File: src/common/sac_pkg.sv
// Constants for the successive-approximation conversion controller
package sac_pkg;
    localparam int unsigned RES_BITS       = 12;
    localparam int unsigned CLK_HZ         = 20_000_000;
    localparam int unsigned WAKE_TIME_NS   = 10_000;
    localparam int unsigned CLK_PERIOD_NS  = 1_000_000_000 / CLK_HZ;
    localparam int unsigned WAKE_CYCLES    =
        (WAKE_TIME_NS + CLK_PERIOD_NS - 1) / CLK_PERIOD_NS;
    localparam int unsigned CONV_SLOTS     = 16;
    localparam int unsigned BIT_SLOT_FIRST = 2;
    localparam logic [11:0] RESULT_RESET   = 12'h000;

    typedef enum logic [1:0] {
        SAC_WAKE   = 2'b00,
        SAC_IDLE   = 2'b01,
        SAC_SAMPLE = 2'b10,
        SAC_RESOLV = 2'b11
    } sac_state_t;
endpackage

File: src/verilog/sac_ctrl.sv
// Conversion sequencer for a 12-bit successive-approximation converter
`timescale 1ns/1ps
module sac_ctrl
    import sac_pkg::*;
(
    input  wire logic                SYS_CLK_IN,
    input  wire logic                RST_IN,
    input  wire logic                CONV_TICK_IN,
    input  wire logic                SLEEP_IN,
    input  wire logic                SW_START_IN,
    input  wire logic                FRAME_START_IN,
    input  wire logic                SINGLE_SHOT_IN,
    input  wire logic                CMP_IN,
    input  wire logic                RESULT_READ_IN,
    output logic [RES_BITS-1:0]      DAC_CODE_OUT,
    output logic                     SAMPLE_OUT,
    output logic                     READY_OUT,
    output logic                     BUSY_OUT,
    output logic                     STATUS_DONE_OUT,
    output logic                     CONV_DONE_OUT,
    output logic [RES_BITS-1:0]      RESULT_OUT
);
    // Frame-start and comparator come from outside the clock domain
    logic [2:0] fs_sync_q;
    logic [2:0] cmp_sync_q;
    logic       fs_level_q;
    logic       cmp_level_q;
    logic       fs_pend_q;

    sac_state_t                state_q;
    logic [12:0]               wake_cnt_q;
    logic [3:0]                slot_q;
    logic [3:0]                bit_q;
    logic [RES_BITS-1:0]       sar_q;
    logic [RES_BITS-1:0]       result_q;
    logic                      done_q;

    wire fs_agree   = fs_sync_q[1] == fs_sync_q[2];
    wire cmp_agree  = cmp_sync_q[1] == cmp_sync_q[2];
    wire fs_rise    = fs_agree && fs_sync_q[2] && !fs_level_q;
    wire wake_done  = wake_cnt_q == 13'(WAKE_CYCLES);
    wire idle       = state_q == SAC_IDLE;
    wire fs_req     = fs_rise || fs_pend_q;
    wire trig       = SINGLE_SHOT_IN ? (SW_START_IN || fs_req)
                                     : 1'b1;
    wire start      = idle && trig && CONV_TICK_IN;
    // A frame edge that falls between ticks while idle waits here for the next tick
    wire fs_pend_d  = idle && SINGLE_SHOT_IN && !start && fs_req;
    wire bit_slot   = state_q == SAC_RESOLV && CONV_TICK_IN;
    wire last_bit   = bit_q == 4'h0;
    wire complete   = bit_slot && last_bit;
    wire [RES_BITS-1:0] bit_mask = RES_BITS'(1) << bit_q;
    wire [RES_BITS-1:0] kept     = cmp_level_q ? sar_q : (sar_q & ~bit_mask);
    wire [RES_BITS-1:0] trial_next =
        last_bit ? kept : (kept | (bit_mask >> 1));

    always_ff @(posedge SYS_CLK_IN or posedge RST_IN) begin
        if (RST_IN) begin
            fs_sync_q   <= 3'h0;
            cmp_sync_q  <= 3'h0;
            fs_level_q  <= 1'b0;
            cmp_level_q <= 1'b0;
            fs_pend_q   <= 1'b0;
        end else begin
            fs_sync_q  <= {fs_sync_q[1:0], FRAME_START_IN};
            cmp_sync_q <= {cmp_sync_q[1:0], CMP_IN};
            fs_pend_q  <= fs_pend_d;
            if (fs_agree) begin
                fs_level_q <= fs_sync_q[2];
            end
            if (cmp_agree) begin
                cmp_level_q <= cmp_sync_q[2];
            end
        end
    end

    always_ff @(posedge SYS_CLK_IN or posedge RST_IN) begin
        if (RST_IN) begin
            wake_cnt_q <= 13'h0;
        end else if (SLEEP_IN) begin
            wake_cnt_q <= 13'h0;
        end else if (!wake_done) begin
            wake_cnt_q <= wake_cnt_q + 13'h1;
        end
    end

    // Sample for two ticks, then fix one bit on each tick
    always_ff @(posedge SYS_CLK_IN or posedge RST_IN) begin
        if (RST_IN) begin
            state_q <= SAC_WAKE;
            slot_q  <= 4'h0;
            bit_q   <= 4'h0;
            sar_q   <= RESULT_RESET;
        end else if (SLEEP_IN) begin
            state_q <= SAC_WAKE;
        end else begin
            unique case (state_q)
                SAC_WAKE: begin
                    if (wake_done) begin
                        state_q <= SAC_IDLE;
                    end
                end
                SAC_IDLE: begin
                    if (start) begin
                        state_q <= SAC_SAMPLE;
                        slot_q  <= 4'h0;
                    end
                end
                SAC_SAMPLE: begin
                    if (CONV_TICK_IN) begin
                        slot_q <= slot_q + 4'h1;
                        if (slot_q == 4'(BIT_SLOT_FIRST - 1)) begin
                            state_q <= SAC_RESOLV;
                            bit_q   <= 4'(RES_BITS - 1);
                            sar_q   <= RESULT_RESET | (RES_BITS'(1)
                                       << (RES_BITS - 1));
                        end
                    end
                end
                SAC_RESOLV: begin
                    if (CONV_TICK_IN) begin
                        slot_q <= slot_q + 4'h1;
                        sar_q  <= trial_next;
                        if (!last_bit) begin
                            bit_q <= bit_q - 4'h1;
                        end else begin
                            state_q <= SAC_IDLE;
                        end
                    end
                end
            endcase
        end
    end

    always_ff @(posedge SYS_CLK_IN or posedge RST_IN) begin
        if (RST_IN) begin
            result_q <= RESULT_RESET;
            done_q   <= 1'b0;
        end else begin
            if (complete) begin
                result_q <= trial_next;
            end
            // Completion wins over a read landing in the same cycle
            if (complete) begin
                done_q <= 1'b1;
            end else if (RESULT_READ_IN) begin
                done_q <= 1'b0;
            end
        end
    end

    assign DAC_CODE_OUT    = sar_q;
    assign SAMPLE_OUT      = state_q == SAC_SAMPLE;
    assign READY_OUT       = idle;
    assign BUSY_OUT        = state_q == SAC_SAMPLE || state_q == SAC_RESOLV;
    assign STATUS_DONE_OUT = done_q;
    assign CONV_DONE_OUT   = done_q;
    assign RESULT_OUT      = result_q;
endmodule

File: config.mk
export PLATFORM = sky130hd
export DESIGN_NAME = sac_ctrl
export DESIGN_NICKNAME = d
export VERILOG_FILES = /design/src/common/sac_pkg.sv /design/src/verilog/sac_ctrl.sv
export SDC_FILE = /design/constraint.sdc
export NUM_CORES = 1
export LEC_CHECK = 0
export ABC_AREA = 1
export BUFFER_PORTS_ARGS = -buffer_cell sky130_fd_sc_hd__buf_2
export CAP_MARGIN = 0
export CORE_ASPECT_RATIO = 1.75
export CORE_MARGIN = 4
export CORE_UTILIZATION = 50
export DETAILED_ROUTE_END_ITERATION = 10
export GPL_ROUTABILITY_DRIVEN = 0
export PLACE_DENSITY_LB_ADDON = 0.3
export SLEW_MARGIN = 40
export SYNTH_ARGS = -nofsm -noshare
export SYNTH_HDL_FRONTEND = slang
export SYNTH_SLANG_ARGS = --single-unit
File: constraint.sdc
create_clock -name SYS_CLK_IN -period 3.94 [get_ports SYS_CLK_IN]
set_input_delay 0.788 -clock SYS_CLK_IN [delete_from_list [all_inputs] [get_ports SYS_CLK_IN]]
set_output_delay 0.788 -clock SYS_CLK_IN [all_outputs]
set_load 0.01 [all_outputs]
==> results.md <==
Global routing:
- The global router's overall resource usage is 0.185.
- Global routing finished with a remaining overflow of 0.
- The first global-routing pass estimated 9890 um of wire.
- The number of antenna violations at the first check in global routing is 0.
- The largest net degree at the start of global routing is 44.
- The number of global-route vias before repair came to approximately 2,300.

Critical path:
- The setup slack of the most critical reg-to-reg path is 2.16 ns.
- The largest fanout on the critical path is 7.
- The worst endpoint required time is around 3.2 ns.
- The type of element launching the critical path is a flop.
- The critical path is of the flop to primary output type.
- The first element of the critical path is state_q[0]$_DFFE_PP0P_.
- The type of element capturing the critical path is a primary output.
- The largest single stage delay on the critical path is between 0.4 and 0.5 ns.
- The number of buffers and inverters on the critical path is 2.
- The reg-to-reg startpoint is state_q[0]$_DFFE_PP0P_.
- Traced cell by cell, the critical path runs through ha_1 > inv_2 > nand2_4 > buf_2.
- The standard cell with the maximum stage delay on the critical path is sky130_fd_sc_hd__dfrtp_1.
- In this run the number of cells on the critical path is 4.
- The dominant delay contributor by cell family on the critical path is flip-flops.
- Data arrives at the worst endpoint at 1.52 ns.
- The cell depth of the worst flop-to-flop path is 10.

Finish:
- Once layout is complete, the utilization of the core stands at 0.606.
- The number of diodes added for antenna fixing is 0.
- The final design area excluding fillers is about 0.0034 mm2.
- The final net count is 411.
- Once layout is complete, the cells apart from fillers number 468.
- From synthesis to final layout, the design area changed by 17.1%.
- In the final layout, the share of cells above drive strength 1 is 0.184.

Synthesis:
- The average instance in the mapped netlist occupies 8.35 um2.
- In the post-synthesis netlist, the biggest area contributors are sky130_fd_sc_hd__dfrtp_1 (49%), sky130_fd_sc_hd__nand2_1 (12%), sky130_fd_sc_hd__ha_1 (6.5%), sky130_fd_sc_hd__nand3_1 (4.3%), sky130_fd_sc_hd__inv_1 (3.9%).
- Counting every net in the synthesized netlist gives between 300 and 400.
- For this run, the register share of the synthesized area comes to 0.494.
- The yosys synthesis warning count is 0.
- Summing every instance area after synthesis gives ~0.0029 mm2.
- The number of distinct library cells after synthesis is 28.
- The fraction of post-synthesis cell area in the top cell type by area is 0.494.
- After synthesis the netlist holds a flip-flop and latch count of 57.
- The biggest area contributor in the post-synthesis netlist is sky130_fd_sc_hd__dfrtp_1.
- Synthesis handed over a netlist of 346 instances.

Placement:
- Detailed placement ended at an HPWL of 4300 um.
- In this run the cell area measured after placement is 0.00314 mm2.
- The number of port buffers is 37.
- Once placement completed, the tool counted placed cells totaling 452.
- Before CTS, the worst setup slack after placement is 1.94 ns.

Timing:
- The highest attainable clock frequency is 433 MHz.
- The tightest slew margin relative to the limit is 0.658.
- For the pin with the worst max-slew slack, the measured transition is 0.513 ns.
- The post-layout minimum cycle time is 2.31 ns.
- On the final layout, the worst clock skew is around 0.010 ns.
- In the post-route analysis, the smallest setup slack over all paths is 1.63 ns.
- The count of final setup violators is 0.
- The share of the cycle needed by the critical path after routing is 0.586.
- After routing, the total negative slack on setup checks comes to 0 ns.
- Setup repair after global routing left no endpoint under its margin.
- Hold is met by 0.348 ns.
- The number of pins exceeding their max-slew limit in the final report is 0.
- The number of hold-slack violations in the final timing report is 0.

Clock tree:
- TritonCTS built the clock tree.
- Counting every sink on the clock net gives 57.
- After clock tree synthesis, the repair step resized 0 gates.
- The hold-fix buffer count after cts is 0.
- The root cell of the clock tree is sky130_fd_sc_hd__clkbuf_8.
- The clock latency at the later pin of the worst-skew pair is between 0.3 and 0.4 ns.
- The longest clock path from root to sink contains 2 buffers.
- The clock-pin slew on the worst setup and hold paths is 0.06 ns.
- The H-tree depth is 3.
- The clock buffer count from CTS is 9.
- Once the clock tree was built, the setup fixing pass inserted 0 buffers.

Drt:
- In this run the remaining antenna-violating nets after routing total 0.
- The routed layout has 2,352 vias.
- The first detailed-routing pass took 4 iterations.
- The via density per instance is 5.03.
- The final wirelength is 5740 um.
- The total DRC errors in the routed layout is 0.
- In the final routed layout, each cell accounts on average for ~12 um.
- The number of DRC markers after the initial detailed-route iteration is around 140.

Hold path:
- In this run the most critical hold path is launched from cmp_sync_q[0]$_DFF_PP0_.
- The path category of the worst min-delay check is flop to flop.
- The depth of the worst hold-timing path is 0.

Die:
- The starting density of the core is 0.517.
- The standard cell core area is about 0.0056 mm2.
- The die outline area is 0.00711 mm2.
- The initialized floorplan defines 36 standard-cell rows.
- The die is 65.5 um wide.
- The floorplan die height is roughly 110 um.
- The I/O pin count is 38.

Run:
- The tool flagged a number of max-cap violations equal to 0.

Pwr:
- Dividing total power by cell area gives a power density of 547 mW/mm2.
- Summing internal, switching and leakage power gives between 1.5 and 2 mW.
- IR analysis of the VDD net gives a maximum drop of 0.324 mV.
- In this run the static leakage power is about 1.7 nW.

Status:
- The flow ran to the end, and the final reports show no timing, DRC or antenna violations.
==> final timing paths <==
| check | endpoint |
|---|---|
| max in group asynchronous | DAC_CODE_OUT[11]$_DFFE_PP0P_ |
| min in group asynchronous | RESULT_OUT[5]$_DFFE_PP0P_ |
| worst min register to register | cmp_sync_q[1]$_DFF_PP0_ |
| worst min-delay path | cmp_sync_q[1]$_DFF_PP0_ |
| worst max register to register | DAC_CODE_OUT[4]$_DFFE_PP0P_ |
| worst max-delay path | BUSY_OUT |
==> state kept, by name (all words and copies together) (netlist names) <==
signal,flops
fs_pend_q,1
bit_q,4
CONV_DONE_OUT,1
fs_sync_q,3
wake_cnt_q,13
slot_q,4
RESULT_OUT,12
cmp_sync_q,3
cmp_level_q,1
fs_level_q,1
DAC_CODE_OUT,12
state_q,2
==> report_power, final <==
group | internal, mW | total (mW) | switching (mW)
Combinational | 0.157 | 0.469 | 0.312
Sequential | 0.647 | 0.715 | 0.0673
Clock | 0.436 | 0.666 | 0.230
==> cell type report <==
cell class / instances / area, um2
timing repair buffer: 38 / 193
multi-input combinational: 245 / 1280
clock inverter: 5 / 103
sequential: 57 / 1430
clock buffer: 11 / 141
fill: 524 / 2200
tap: 76 / 95.1
inverter: 36 / 139
==> layout by cell type (no fill, tap or decap), types with 4 or more instances in the layout <==
cell type                  instances
sky130_fd_sc_hd__nand2_1          95
sky130_fd_sc_hd__a21oi_1          19
sky130_fd_sc_hd__inv_1            29
sky130_fd_sc_hd__xor2_1            4
sky130_fd_sc_hd__nand3_1          25
sky130_fd_sc_hd__dfrtp_1          57
sky130_fd_sc_hd__o21ai_0          21
sky130_fd_sc_hd__o21ai_1          20
sky130_fd_sc_hd__clkbuf_8         10
sky130_fd_sc_hd__inv_2             5
sky130_fd_sc_hd__ha_1             15
sky130_fd_sc_hd__nor2_1           27
sky130_fd_sc_hd__buf_2            37
==> cell usage after synthesis <==
cell                       number
sky130_fd_sc_hd__maj3_1         1
sky130_fd_sc_hd__buf_2          6
sky130_fd_sc_hd__clkbuf_1       1
sky130_fd_sc_hd__ha_1          15
sky130_fd_sc_hd__nand2_4        3
sky130_fd_sc_hd__nand3_2        1
sky130_fd_sc_hd__o21ai_1       20
sky130_fd_sc_hd__nor3_2         1
sky130_fd_sc_hd__xor2_1         4
sky130_fd_sc_hd__a21boi_1       1
sky130_fd_sc_hd__nand2_1       95
sky130_fd_sc_hd__a21oi_1       19
sky130_fd_sc_hd__dfrtp_1       57
sky130_fd_sc_hd__nor2_4         2
sky130_fd_sc_hd__inv_2          5
sky130_fd_sc_hd__a21oi_4        1
sky130_fd_sc_hd__nor2_1        27
sky130_fd_sc_hd__or2_2          2
sky130_fd_sc_hd__inv_1         30
sky130_fd_sc_hd__nor3_1         2
sky130_fd_sc_hd__nor3_4         1
sky130_fd_sc_hd__nand3_1       25
sky130_fd_sc_hd__o21ai_0       21
sky130_fd_sc_hd__buf_4          1
sky130_fd_sc_hd__o21ai_2        1
sky130_fd_sc_hd__clkinv_2       1
sky130_fd_sc_hd__xnor2_1        1
sky130_fd_sc_hd__nand4_1        2
==> layer usage <==
layer  share of wire  up-vias  track usage
met3           0.050       16       0.0520
li1                -     1198            -
met2            0.53       56        0.321
met1            0.39     1082        0.194
met5               0        -            0
met4           0.034        0        0.113
==> kinds of logic after synthesis <==
family,count (synthesis),synth area share
AND/OR/NAND/NOR,161,0.246
adder cells (fa/ha/maj),16,0.0684
flip-flops,57,0.494
XOR/XNOR,5,0.0152
buffers and inverters,44,0.0615
AO/OA/AOI/OAI,63,0.115
No activity file was read; power rests on OpenSTA's default activity.
